[src/verilog/standby_pkg.sv]
`default_nettype none
package standby_pkg;
   // Standby state codes, one-hot
   localparam logic [3:0] ST_RUN = 4'h1;
   localparam logic [3:0] ST_HALT = 4'h2;
   localparam logic [3:0] ST_STOP = 4'h4;
   localparam logic [3:0] ST_WAIT = 4'h8;
   // Power-on status register
   localparam logic [11:0] POWER_ON_STATUS_ADDR = 12'hFD1;
   localparam int POWER_ON_LATCH_BIT = 0;
   localparam logic [3:0] POWER_ON_STATUS_RESET = 4'h0;
   // Wait selections, in basic timer ticks (2^n reference)
   localparam logic [15:0] WAIT_SEL0 = 16'h0010;
   localparam logic [15:0] WAIT_SEL1 = 16'h0100;
   localparam logic [15:0] WAIT_SEL2 = 16'h1000;
   localparam logic [15:0] WAIT_SEL3 = 16'hFFFF;
   // Oscillator start-up delay, cycles before counting starts
   localparam logic [7:0] OSC_START_CYCLES = 8'h08;
   // Power-on pulse length in cycles
   localparam logic [7:0] POR_PULSE_CYCLES = 8'h10;
   // Clock source selections for peripherals
   typedef enum logic [1:0] {
      SRC_CPU = 2'h0,
      SRC_INTERNAL = 2'h1,
      SRC_EXT_PIN = 2'h2,
      SRC_TIMER0 = 2'h3
   } clk_src_e;
   typedef struct packed {
      clk_src_e serial_src;
      logic timer0_ext;
      logic timer1_ext;
      clk_src_e clkout_src;
      logic clkout_on;
   } periph_cfg_s;
   typedef struct packed {
      logic cpu;
      logic osc;
      logic interval;
      logic serial;
      logic timer0;
      logic timer1;
      logic clkout;
   } run_en_s;
endpackage
`default_nettype wire

[src/verilog/standby_and_reset_control.sv]
// Operation
// - STOP instruction halts oscillator and all internally clocked logic
// - HALT gates only CPU clock
// - Interval timer runs in HALT, frozen in STOP
// - Serial in STOP only on external clocks
// - Serial in HALT unless CPU-clocked
// - Counters in STOP only on event pin
// - Clock output stops in STOP, non-CPU in HALT
// - Enabled interrupt or reset ends standby
// - Wake waits selectable interval before resuming
// - Power-on circuit makes internal reset pulse
// - Two mask switches route pulse three ways
// - Power-on latch set only by power-on pulse
// - Latch at bit 0 of FD1H
// - Bit-set instruction cannot set the latch
// - Wait counted from oscillation start
`timescale 1ns/1ps
`default_nettype none
module standby_and_reset_control (
   input wire logic clk,
   input wire logic rst_n,
   input wire logic power_rise,
   input wire logic mask_switch_a,
   input wire logic mask_switch_b,
   input wire logic reset_pin_n,
   input wire logic stop_exec,
   input wire logic halt_exec,
   input wire logic [6:0] irq_request,
   input wire logic [6:0] interrupt_enable_flag,
   input wire logic [1:0] wait_sel,
   input wire logic interval_tick,
   input wire standby_pkg::periph_cfg_s periph_cfg,
   input wire logic mem_wr,
   input wire logic mem_rd,
   input wire logic bit_set_instruction,
   input wire logic [11:0] mem_addr,
   input wire logic [3:0] mem_wdata,
   output logic [3:0] mem_rdata,
   output logic internal_reset_signal,
   output standby_pkg::run_en_s run_en,
   output logic interval_timer_request,
   output logic [6:0] wake_irq,
   output logic wake_valid
);
   import standby_pkg::*;

   typedef enum logic [3:0] {
      S_RUN = ST_RUN,
      S_HALT = ST_HALT,
      S_STOP = ST_STOP,
      S_WAIT = ST_WAIT
   } mode_e;

   function automatic logic [15:0] wait_len(input logic [1:0] sel);
      logic [15:0] r;
      r = WAIT_SEL0;
      unique case (sel)
         2'h0: r = WAIT_SEL0;
         2'h1: r = WAIT_SEL1;
         2'h2: r = WAIT_SEL2;
         2'h3: r = WAIT_SEL3;
      endcase
      return r;
   endfunction

   mode_e mode_r, mode_nxt;
   logic [15:0] wait_cnt_r, wait_cnt_nxt;
   logic [7:0] osc_cnt_r, osc_cnt_nxt;
   logic [7:0] por_cnt_r, por_cnt_nxt;
   logic por_active_r, por_active_nxt;
   logic latch_r, latch_nxt;
   logic [3:0] rdata_r, rdata_nxt;
   logic ires_r, ires_nxt;
   run_en_s run_r, run_nxt;
   logic itr_r, itr_nxt;
   logic [6:0] wirq_r, wirq_nxt;
   logic wvalid_r, wvalid_nxt;
   logic [6:0] pend;
   logic por_pulse, por_to_reset, por_to_latch, any_reset;

   assign pend = irq_request & interrupt_enable_flag;

   // Power-on pulse generator and mask routing
   always_comb begin
      por_cnt_nxt = por_cnt_r;
      por_active_nxt = por_active_r;
      if (power_rise) begin
         por_active_nxt = 1'b1;
         por_cnt_nxt = POR_PULSE_CYCLES;
      end else if (por_active_r) begin
         if (por_cnt_r <= 8'h01) begin
            por_active_nxt = 1'b0;
            por_cnt_nxt = 8'h00;
         end else begin
            por_cnt_nxt = por_cnt_r - 8'h01;
         end
      end
   end
   assign por_pulse = por_active_r;
   // Route: A reaches reset, B reaches the latch; both off disables
   assign por_to_reset = por_pulse & mask_switch_a;
   assign por_to_latch = por_pulse & mask_switch_b;
   assign any_reset = por_to_reset | ~reset_pin_n;

   // Power-on latch at FD1H bit 0; writes may only clear it
   always_comb begin
      latch_nxt = latch_r;
      rdata_nxt = rdata_r;
      if (mem_wr && mem_addr == POWER_ON_STATUS_ADDR &&
          !bit_set_instruction && !mem_wdata[POWER_ON_LATCH_BIT])
         latch_nxt = 1'b0;
      if (por_to_latch)
         latch_nxt = 1'b1;
      if (mem_rd && mem_addr == POWER_ON_STATUS_ADDR)
         rdata_nxt = {3'h0, latch_r};
      else if (mem_rd)
         rdata_nxt = POWER_ON_STATUS_RESET;
   end

   // Standby sequencer
   always_comb begin
      mode_nxt = mode_r;
      wait_cnt_nxt = wait_cnt_r;
      osc_cnt_nxt = osc_cnt_r;
      wirq_nxt = 7'h00;
      wvalid_nxt = 1'b0;
      ires_nxt = any_reset;
      if (any_reset) begin
         // Reset also releases standby, then waits from oscillation
         mode_nxt = S_WAIT;
         osc_cnt_nxt = OSC_START_CYCLES;
         wait_cnt_nxt = wait_len(wait_sel);
      end else begin
         unique case (mode_r)
            S_RUN: begin
               if (stop_exec) begin
                  mode_nxt = S_STOP;
               end else if (halt_exec) begin
                  mode_nxt = S_HALT;
               end
            end
            S_HALT, S_STOP: begin
               if (|pend) begin
                  mode_nxt = S_WAIT;
                  osc_cnt_nxt = (mode_r == S_STOP) ?
                     OSC_START_CYCLES : 8'h00;
                  wait_cnt_nxt = wait_len(wait_sel);
               end
            end
            S_WAIT: begin
               if (osc_cnt_r != 8'h00) begin
                  osc_cnt_nxt = osc_cnt_r - 8'h01;
               end else if (wait_cnt_r != 16'h0000) begin
                  if (interval_tick)
                     wait_cnt_nxt = wait_cnt_r - 16'h0001;
               end else begin
                  mode_nxt = S_RUN;
                  wirq_nxt = pend;
                  wvalid_nxt = |pend;
               end
            end
            default: mode_nxt = S_RUN;
         endcase
      end
   end

   // Clock enables for each mode
   always_comb begin
      run_nxt = '0;
      itr_nxt = 1'b0;
      unique case (mode_nxt)
         S_RUN: begin
            run_nxt = '1;
            run_nxt.clkout = periph_cfg.clkout_on;
            itr_nxt = interval_tick;
         end
         S_HALT: begin
            run_nxt.osc = 1'b1;
            run_nxt.interval = 1'b1;
            itr_nxt = interval_tick;
            run_nxt.serial = periph_cfg.serial_src != SRC_CPU;
            run_nxt.timer0 = 1'b1;
            run_nxt.timer1 = 1'b1;
            run_nxt.clkout = periph_cfg.clkout_on &&
               periph_cfg.clkout_src != SRC_CPU;
         end
         S_STOP: begin
            // Oscillator off, only externally clocked logic moves
            run_nxt.serial = periph_cfg.serial_src == SRC_EXT_PIN ||
               (periph_cfg.serial_src == SRC_TIMER0 &&
                periph_cfg.timer0_ext);
            run_nxt.timer0 = periph_cfg.timer0_ext;
            run_nxt.timer1 = periph_cfg.timer1_ext;
         end
         S_WAIT: begin
            // Timer must run to count the wait once oscillating
            run_nxt.osc = 1'b1;
            run_nxt.interval = 1'b1;
         end
         default: run_nxt = '0;
      endcase
   end

   always_ff @(posedge clk or negedge rst_n) begin
      if (!rst_n) begin
         mode_r <= S_RUN;
         wait_cnt_r <= 16'h0000;
         osc_cnt_r <= 8'h00;
         por_cnt_r <= 8'h00;
         por_active_r <= 1'b0;
         latch_r <= 1'b0;
         rdata_r <= POWER_ON_STATUS_RESET;
         ires_r <= 1'b0;
         run_r <= '0;
         itr_r <= 1'b0;
         wirq_r <= 7'h00;
         wvalid_r <= 1'b0;
      end else begin
         mode_r <= mode_nxt;
         wait_cnt_r <= wait_cnt_nxt;
         osc_cnt_r <= osc_cnt_nxt;
         por_cnt_r <= por_cnt_nxt;
         por_active_r <= por_active_nxt;
         latch_r <= latch_nxt;
         rdata_r <= rdata_nxt;
         ires_r <= ires_nxt;
         run_r <= run_nxt;
         itr_r <= itr_nxt;
         wirq_r <= wirq_nxt;
         wvalid_r <= wvalid_nxt;
      end
   end

   assign mem_rdata = rdata_r;
   assign internal_reset_signal = ires_r;
   assign run_en = run_r;
   assign interval_timer_request = itr_r;
   assign wake_irq = wirq_r;
   assign wake_valid = wvalid_r;
endmodule // standby_and_reset_control
`default_nettype wire

[config.mk]
export PLATFORM = sky130hd
export DESIGN_NAME = standby_and_reset_control
export DESIGN_NICKNAME = d
export VERILOG_FILES = /design/src/verilog/standby_pkg.sv /design/src/verilog/standby_and_reset_control.sv
export SDC_FILE = /design/constraint.sdc
export NUM_CORES = 1
export LEC_CHECK = 0
export BUFFER_PORTS_ARGS = -buffer_cell sky130_fd_sc_hd__buf_2
export CAP_MARGIN = 20
export CORE_AREA = 2 2 93 77
export CTS_BUF_LIST = sky130_fd_sc_hd__clkbuf_2 sky130_fd_sc_hd__clkbuf_4 sky130_fd_sc_hd__clkbuf_8
export CTS_CLUSTER_SIZE = 16
export DETAILED_ROUTE_END_ITERATION = 8
export DIE_AREA = 0 0 95 79
export MAX_ROUTING_LAYER = met4
export PLACE_DENSITY_LB_ADDON = 0.05
export SETUP_SLACK_MARGIN = 0.02
export SLEW_MARGIN = 30
export SYNTH_ARGS = -nofsm -noshare
export SYNTH_HDL_FRONTEND = slang
export SYNTH_SLANG_ARGS = --single-unit
[constraint.sdc]
create_clock -name clk -period 3.4 [get_ports clk]
set_clock_uncertainty 0.2 [all_clocks]
set_input_delay 0.68 -clock clk [delete_from_list [all_inputs] [get_ports clk]]
set_output_delay 0.68 -clock clk [all_outputs]
set_load 0.02 [all_outputs]
==> results of run 1 <==
## logic make-up (layout without fill, tap and decap cells)
group	after synthesis	in the layout
adders and majority gates	10	10
DFF	55	55
buffers and inverters	40	99
xor gates and xnor gates	2	2
and+or+nand+nor	131	131
muxes	3	3
AOI/OAI and AO/OA	96	96
other	1	3
## synthesized netlist by cell type, drive strengths merged (3+ instances only)
| cell | count | area [um2] |
|---|---|---|
| dfrtp | 54 | 1350 |
| nor2 | 36 | 138 |
| nand2 | 25 | 96.4 |
| inv | 20 | 75.1 |
| o21ai | 18 | 90.1 |
| nand3 | 16 | 80.1 |
| a21oi | 14 | 73.8 |
| buf | 13 | 87.6 |
| ha | 10 | 125 |
| nor3 | 9 | 45.0 |
| o2bb2ai | 8 | 76.3 |
| a22oi | 6 | 58.8 |
| clkbuf | 6 | 22.5 |
| or3 | 6 | 42.5 |
| a31oi | 5 | 31.3 |
| nand2b | 5 | 31.3 |
| nand4 | 5 | 31.3 |
| o211ai | 5 | 42.5 |
| o31ai | 5 | 37.5 |
| and2 | 4 | 27.5 |
| and3 | 4 | 25.0 |
| nor4b | 4 | 41.3 |
| o21a | 4 | 30.0 |
| o41ai | 4 | 35.0 |
| or4 | 4 | 30.0 |
| a2111o | 3 | 33.8 |
| a22o | 3 | 26.3 |
| nor4 | 3 | 33.8 |
## final cells by class
type | instances | area share (%)
Clock inverter | 3 | 0.615
Multi-Input combinational cell | 245 | 44.8
Tap cell | 87 | 2.97
Sequential cell | 55 | 37.6
Inverter | 21 | 2.15
Clock buffer | 5 | 1.88
Timing Repair Buffer | 70 | 9.91
## per-stage QoR
step	area (um2)	std cells	util (%)	power [mW]	hold slack (ns)
after floorplan	3210	340	-	1.38	0.184
after global placement	3570	478	53.6	1.53	0.266
after detailed placement	3570	478	53.6	1.54	0.273
after CTS	3660	486	55.0	1.92	0.288
after global routing	3660	486	55.0	2.06	0.318
final	3660	486	55.0	1.91	0.279
## placed cells by master, fill, tap and decap left out, types with 2 or more instances in the layout
| master | instances |
|---|---|
| sky130_fd_sc_hd__buf_4 | 5 |
| sky130_fd_sc_hd__a22o_1 | 3 |
| sky130_fd_sc_hd__o41ai_1 | 4 |
| sky130_fd_sc_hd__nand4_1 | 5 |
| sky130_fd_sc_hd__a31oi_1 | 5 |
| sky130_fd_sc_hd__or4_1 | 4 |
| sky130_fd_sc_hd__and2_1 | 2 |
| sky130_fd_sc_hd__conb_1 | 3 |
| sky130_fd_sc_hd__a211o_1 | 2 |
| sky130_fd_sc_hd__o21a_1 | 4 |
| sky130_fd_sc_hd__o211ai_1 | 4 |
| sky130_fd_sc_hd__a21oi_1 | 13 |
| sky130_fd_sc_hd__ha_1 | 10 |
| sky130_fd_sc_hd__o2111ai_1 | 2 |
| sky130_fd_sc_hd__nand2b_1 | 5 |
| sky130_fd_sc_hd__or3_1 | 5 |
| sky130_fd_sc_hd__nand2_1 | 24 |
| sky130_fd_sc_hd__nor4_1 | 2 |
| sky130_fd_sc_hd__o31ai_1 | 5 |
| sky130_fd_sc_hd__a31o_2 | 2 |
| sky130_fd_sc_hd__mux2i_1 | 2 |
| sky130_fd_sc_hd__a2bb2oi_2 | 2 |
| sky130_fd_sc_hd__o21ai_0 | 18 |
| sky130_fd_sc_hd__nor3b_1 | 2 |
| sky130_fd_sc_hd__nand3_1 | 16 |
| sky130_fd_sc_hd__inv_1 | 20 |
| sky130_fd_sc_hd__a211oi_1 | 2 |
| sky130_fd_sc_hd__a22oi_1 | 5 |
| sky130_fd_sc_hd__nor2_1 | 35 |
| sky130_fd_sc_hd__nor3_1 | 9 |
| sky130_fd_sc_hd__o2bb2ai_1 | 7 |
| sky130_fd_sc_hd__a2111o_1 | 3 |
| sky130_fd_sc_hd__clkbuf_8 | 5 |
| sky130_fd_sc_hd__buf_2 | 65 |
| sky130_fd_sc_hd__nor4b_1 | 3 |
| sky130_fd_sc_hd__and3_1 | 4 |
| sky130_fd_sc_hd__dfrtp_1 | 54 |
## flip-flops by register name, summed over array words and instances, names as in the netlist
signal and count:
wait_cnt_r 16, osc_cnt_r 8, por_cnt_r 8, wake_irq 7, run_en 6, mode_r 4
internal_reset_signal 1, interval_timer_request 1, latch_r 1, mem_rdata 1, por_active_r 1, wake_valid 1
## worst max path at each step
stage | endpoint | slack [ns] | depth (start not counted)
global route | wait_cnt_r[1] | 0.48 | 7
floorplan | wait_cnt_r[1] | 0.91 | 7
global placement | wait_cnt_r[1] | 0.51 | 6
finish | wait_cnt_r[1] | 0.56 | 7
detailed placement | wait_cnt_r[1] | 0.46 | 6
CTS | wait_cnt_r[1] | 0.55 | 7
## worst max-delay path, delay by kind of cell, from the launching register on
kind                       cells  cell delay, ns
adders and majority gates      1            0.15
buffers and inverters          1            0.11
and+or+nand+nor                3            1.12
DFF                            1            0.40
muxes                          1            0.30
AOI/OAI and AO/OA              1            0.46
## per-layer routing
metal / global-route usage [%] / up-vias / wire length, um
met5: - / - / 0
met4: 5.65 / 0 / 74
met3: 4.36 / 11 / 515
met2: 30.0 / 98 / 3160
met1: 28.7 / 1273 / 3410
li1: - / 1359 / -
## report_power, final
| part | internal [mW] | switching (mW) | leakage [nW] |
|---|---|---|---|
| Clock | 0.148 | 0.226 | 0.0485 |
| Combinational | 0.270 | 0.377 | 1.03 |
| Sequential | 0.764 | 0.125 | 0.701 |
| Total | 1.18 | 0.727 | 1.78 |
==> run summary, run 1 <==
The flow ran to the end, and the final reports show no timing, DRC or antenna violations. The routed design could run at a clock period as short as 2.84 ns. The startpoint identified for the worst register-to-register timing path is osc_cnt_r[0].

Counting the buffers created by CTS gives 5. Summing the areas of all and, or, nand and nor instances in the mapped netlist gives 22.1% of the synthesized area. Synthesis produced a netlist whose cell count is 338.

Tracing the worst setup path back leads to its startpoint at osc_cnt_r[0]. The netlist area before placement is 3200 um2, and the number of top-level pins is 72. Final-report max-slew violation count: 0.

The worst pin sits at a relative slew slack of 38.8%. The number of antenna-violating nets in the routed design was 0; the average routed wire per standard cell was 14.7 um. After detailed routing, the total wire length is 7.15 mm. The pin count of the biggest net entering global routing came out at 56.

Detailed routing inserted a total of 2741 vias. Yosys printed 0 warnings. In this design, the stage delay of the slowest critical-path cell is 0.47 ns.

For this run, asynchronously set or reset flops after synthesis account for 100%. The number of flops mapped to enable cells by yosys works out to 0. After routing, the total negative slack on setup checks comes to 0 ns.

The critical-path maximum fanout was 16; the static leakage power was 1.78 nW. The total of endpoints with negative setup slack in the final report came out at 0. Routability-driven placement finished with a final weighted congestion of 0.796. For this configuration, the core starts out at a cell density of 48.1%.

For the worst setup path, the data required time is 3.40 ns. In this run, post-CTS repair resized a total of 0 instances. The area of the core was 6660 um2; the global routing usage summed across all routing layers was 20.4%.

The area of the multi-input gates came out at 1640 um2. The worst setup path is captured at a flip-flop. The run gives 73 as the number of unique standard cell types used by synthesis.

The count of state elements after synthesis was 55; the setup slack after placement was 0.463 ns. In this run, post-CTS hold repair placed 0 buffers. Dividing total power by cell area gives a power density of 521 nW/um2.

After clock tree synthesis, the clock-pin slew on the worst setup and hold paths is 0.10 ns. Timing would allow up to 0.352 GHz. Violation count after the first detailed-route iteration: 159. For the count of endpoints failing hold in the final timing report, the log shows 0. For the pin with the worst max-slew slack, the measured transition is 0.914 ns.

Setup repair after global routing left no endpoint under its margin. Of the total synthesized cell area, the portion taken by full adders, half adders and majority gates is 3.91%. Via count of the first global-routing pass: 2523. The number of sinks handled by clock tree synthesis is 55. The path class of the tightest hold or removal check is input pin to async pin.

After detailed routing, the number of remaining DRC violations is 0. The setup slack on the worst flop-to-flop path is 0.56 ns. The final critical path takes up 83.6% of the cycle.

The synthesized netlist devotes 23.3% of its cell area to compound gates. After legalization and detailed placement, the total HPWL measured 5.09 mm. The count of antenna diodes in the layout is 0, and the post-CTS setup-driven buffer insertion count is 0.

Each instance of the synthesized netlist takes up on average 9.47 um2. In this run the number of H-tree levels came out at 2. The final worst-path setup slack came out at 0.556 ns. The global-route wire length before repair came out at 11.8 mm. Measured along the x axis, the die boundary spans 95 um. The first detailed-routing pass took 4 iterations.

TritonCTS built the clock tree. The area growth from synthesis to layout was 14.4%; the max-capacitance violation count was 0. Share of the synthesized netlist area taken by xor and xnor gates: 0.547%. In the final layout, the share of cells above drive strength 1 is 24.8%. After synthesis, the largest family of logic cells by area is compound AO/OA/AOI/OAI gates.

The worst register-to-register path ends at wait_cnt_r[1]. The later-pin clock latency in the skew report is 0.31 ns. The critical path goes through inv_1, ha_1, or4b_4, or3_4, a22oi_4, and2_4, mux2_4.

The run gives 0 as the initial antenna violation count. The kind of start point of the critical path is a flip-flop. Summed over all layers, the global routing overflow is 0.

The die area was 7510 um2; the height of the die was 79 um. The floorplan has 27 rows. The portion of synthesized area spent on multiplexers is 1.09%.

After filler insertion, the fill cell instance count of the layout stands at 613. Most frequently used flop master after synthesis: sky130_fd_sc_hd__dfrtp_1. The worst register-to-register path has a depth of 7. Counting along the longest clock path gives a buffer depth of 2. The critical path class is flip-flop to flip-flop. The logs give 1380 um2 for the area used by sequential logic in the layout and 0.270 mV for the peak ir drop on the vdd network.

The number of nets in the finished design was 459. The tree is rooted in a sky130_fd_sc_hd__clkbuf_8. Proportion of synthesized chip area in sequential cells: 43.0%. The cell with the largest stage delay on the worst path is sky130_fd_sc_hd__or4b_4. The count of buffers from port buffering was 65. STA puts the critical path data arrival time at 2.85 ns.

The detailed-route vias per instance is 5.64.
No activity file was read; power rests on OpenSTA's default activity.
==> run 2: changes to the inputs <==
==> constraint.sdc (replaced) <==
create_clock -name clk -period 2.85 [get_ports clk]
set_clock_uncertainty 0.2 [all_clocks]
set_input_delay 0.57 -clock clk [delete_from_list [all_inputs] [get_ports clk]]
set_output_delay 0.57 -clock clk [all_outputs]
set_load 0.02 [all_outputs]
==> run 2 against run 1 <==
First-iteration DRC count decreased by 41%. Via count increased by 0.26%. Non-clock buffer count increased by 9. Total power increased by 22%. Highest routed layer unchanged. Largest cell class unchanged.
==> run summary, run 2 (same netlist as run 1, synthesis figures left out) <==
The register with the most flip-flops in the layout has 16 of them. The routed design uses 3.30 mm of met2 wire. In this run the core area contains 27 standard-cell rows. The pin count of the biggest net entering global routing is 51, and the count of buffers from port buffering is 65. Data on the critical path is required at its endpoint by 2.86 ns. For the max-capacitance violation count, the log shows 0. The logs give 0.350 mV for the peak ir drop on the vdd network and 0 for the total of endpoints with negative setup slack in the final report. Measured in cells, the most critical reg-to-reg path has a length of 7.

CTS placed an instance of sky130_fd_sc_hd__clkbuf_8 at the clock tree root. STA classifies the critical path endpoint as a flip-flop. Summed over all nets, wire length on met3 after detailed routing comes to 408 um. The worst hold path was traced through 2 stages.

The total half-perimeter wirelength after legalization and detailed placement is 5.42 mm. In this run the remaining antenna-violating nets after routing total 0. At the end of the flow, the number of nets in the layout was 468. The die area is 7510 um2.

For this run, the detailed router's first-pass iteration total came to 5. For this design the top-level I/O count stands at 72. The type of the tightest min-delay check was input pin to flip-flop.

The share of the clock period used by the worst path after layout was 94.2%. For this block, the routed nets add up to 7.36 mm of wire. The via count of the first global-routing pass is 2600. The total number of vias is 2748. The worst setup path is launched from a flip-flop. The critical path class is flip-flop to flip-flop.

After detailed routing, no signal wire sits above met4. The total overflow reported by the global router is 0. Compared with the post-synthesis result, the final layout area differs by 17.0%. No sink is reached through more buffers than the 2 on the longest clock path.

The total number of H-tree levels was 2; the remaining design rule violation count was 0. The share of cells above drive strength 1 works out to 26.2%. The flow ran to the end, and the final reports show no timing, DRC or antenna violations.

wait_cnt_r holds more flip-flops than any other register. Clock-pin slew was measured on the worst setup and hold paths at 0.11 ns. The logs give 0 for the count of antenna diodes in the layout and 21.8% for the global routing usage summed across all routing layers. Initial core utilization: 48.1%. Leaving out fill and tap cells, the most frequent cell in the layout is sky130_fd_sc_hd__buf_2. The first global-routing pass estimated 12.5 mm of wire.

At the end of routability-driven placement, the weighted congestion stood at 0.808. Of all nets on the critical path, the largest fanout is 8. The clock period could shrink to 2.68 ns. TritonCTS built the clock tree. Setup repair after global routing left no endpoint under its margin.

The static leakage power came out at 1.82 nW. Dividing total power by cell area gives a power density of 622 nW/um2. Transition at the pin with the smallest max-transition slack: 0.646 ns. Dividing the detail-routed via count by the number of cells gives 5.55. At the worst endpoint, the arrival time is 2.69 ns. The initial antenna violation count was 0. In the layout the commonest cells are 65 x sky130_fd_sc_hd__buf_2, 54 x sky130_fd_sc_hd__dfrtp_1, 35 x sky130_fd_sc_hd__nor2_1.

The largest registers in the layout are wait_cnt_r (16), osc_cnt_r (8), por_cnt_r (8). Post-CTS setup-driven buffer insertion count: 0. The first routing iteration left 94 violations.

Normalized max-slew margin: 56.5%. The tools report the count of endpoints failing hold in the final timing report as 0. Static timing analysis puts the maximum clock frequency at 0.372 GHz. From left edge to right edge, the die measures 95 um.

The floorplan step set the die height to 79 um. In this run, CTS created clock tree buffers numbering 5. The final setup TNS is 0 ns, and the number of sinks handled by clock tree synthesis is 55. Hold is met by 0.259 ns. The final-report max-slew violation count is 0, and the area of the core is 6660 um2. The average routed wire per standard cell was 14.9 um. The logs give 3.61 mm for the met1 routed wirelength after detailed routing and 0.31 ns for the later-pin clock latency in the skew report.
[run 2: final timing paths]
| check | endpoint | start | slack (ns) |
|---|---|---|---|
| worst max-delay path | wait_cnt_r[1] | osc_cnt_r[0] | 0.17 |
| worst min-delay path | mem_rdata[0] | mem_rd | 0.26 |
| worst max register to register | wait_cnt_r[1] | osc_cnt_r[0] | 0.17 |
| worst min register to register | por_cnt_r[7] | por_cnt_r[7] | 0.29 |
| max in group asynchronous | mode_r[0] | rst_n | 1.48 |
| min in group asynchronous | por_cnt_r[0] | rst_n | 0.42 |
[run 2: area by class of cell]
cell class | instances | area [um2]
inverters | 21 | 78.8
flip-flops and latches | 55 | 1380
fillers | 606 | 2910
repair buffers | 79 | 445
clock buffers | 6 | 76.3
well taps | 87 | 109
clock inverters | 2 | 16.3
multi-input cells | 245 | 1640
[run 2: per-stage QoR]
stage | setup slack (ns) | power, mW | util (%) | instances | cell area [um2]
CTS | 0.169 | 2.35 | 56.3 | 495 | 3740
global placement | 0.205 | 1.85 | 54.7 | 486 | 3640
finish | 0.165 | 2.33 | 56.3 | 495 | 3740
floorplan | 0.358 | 1.65 | - | 340 | 3210
detailed placement | 0.186 | 1.88 | 54.7 | 486 | 3640
global route | 0.0642 | 2.52 | 56.3 | 495 | 3740
[run 2: where the power goes]
part / switching, mW / internal [mW]
registers: 0.154 / 0.911
logic: 0.454 / 0.347
clock network: 0.275 / 0.187
[run 2: routing by layer]
layer | GRT usage (%) | vias to the layer above
li1 | - | 1373
met1 | 30.1 | 1303
met2 | 34.0 | 70
met3 | 3.98 | 2
met4 | 4.06 | 0
met5 | - | -
[run 2: repair_timing]
action                    4_1_cts  5_1_grt
hold buffers                    1        0
gates resized for setup         0        0
hold endpoints to repair        5        0
[run 2: critical path, stage by stage (launching register included)]
cell,delay [ns]
sky130_fd_sc_hd__dfrtp_1,0.41
sky130_fd_sc_hd__inv_1,0.12
sky130_fd_sc_hd__ha_1,0.15
sky130_fd_sc_hd__or4b_4,0.47
sky130_fd_sc_hd__or3_4,0.36
sky130_fd_sc_hd__a22oi_4,0.32
sky130_fd_sc_hd__and2_4,0.25
sky130_fd_sc_hd__mux2_4,0.30
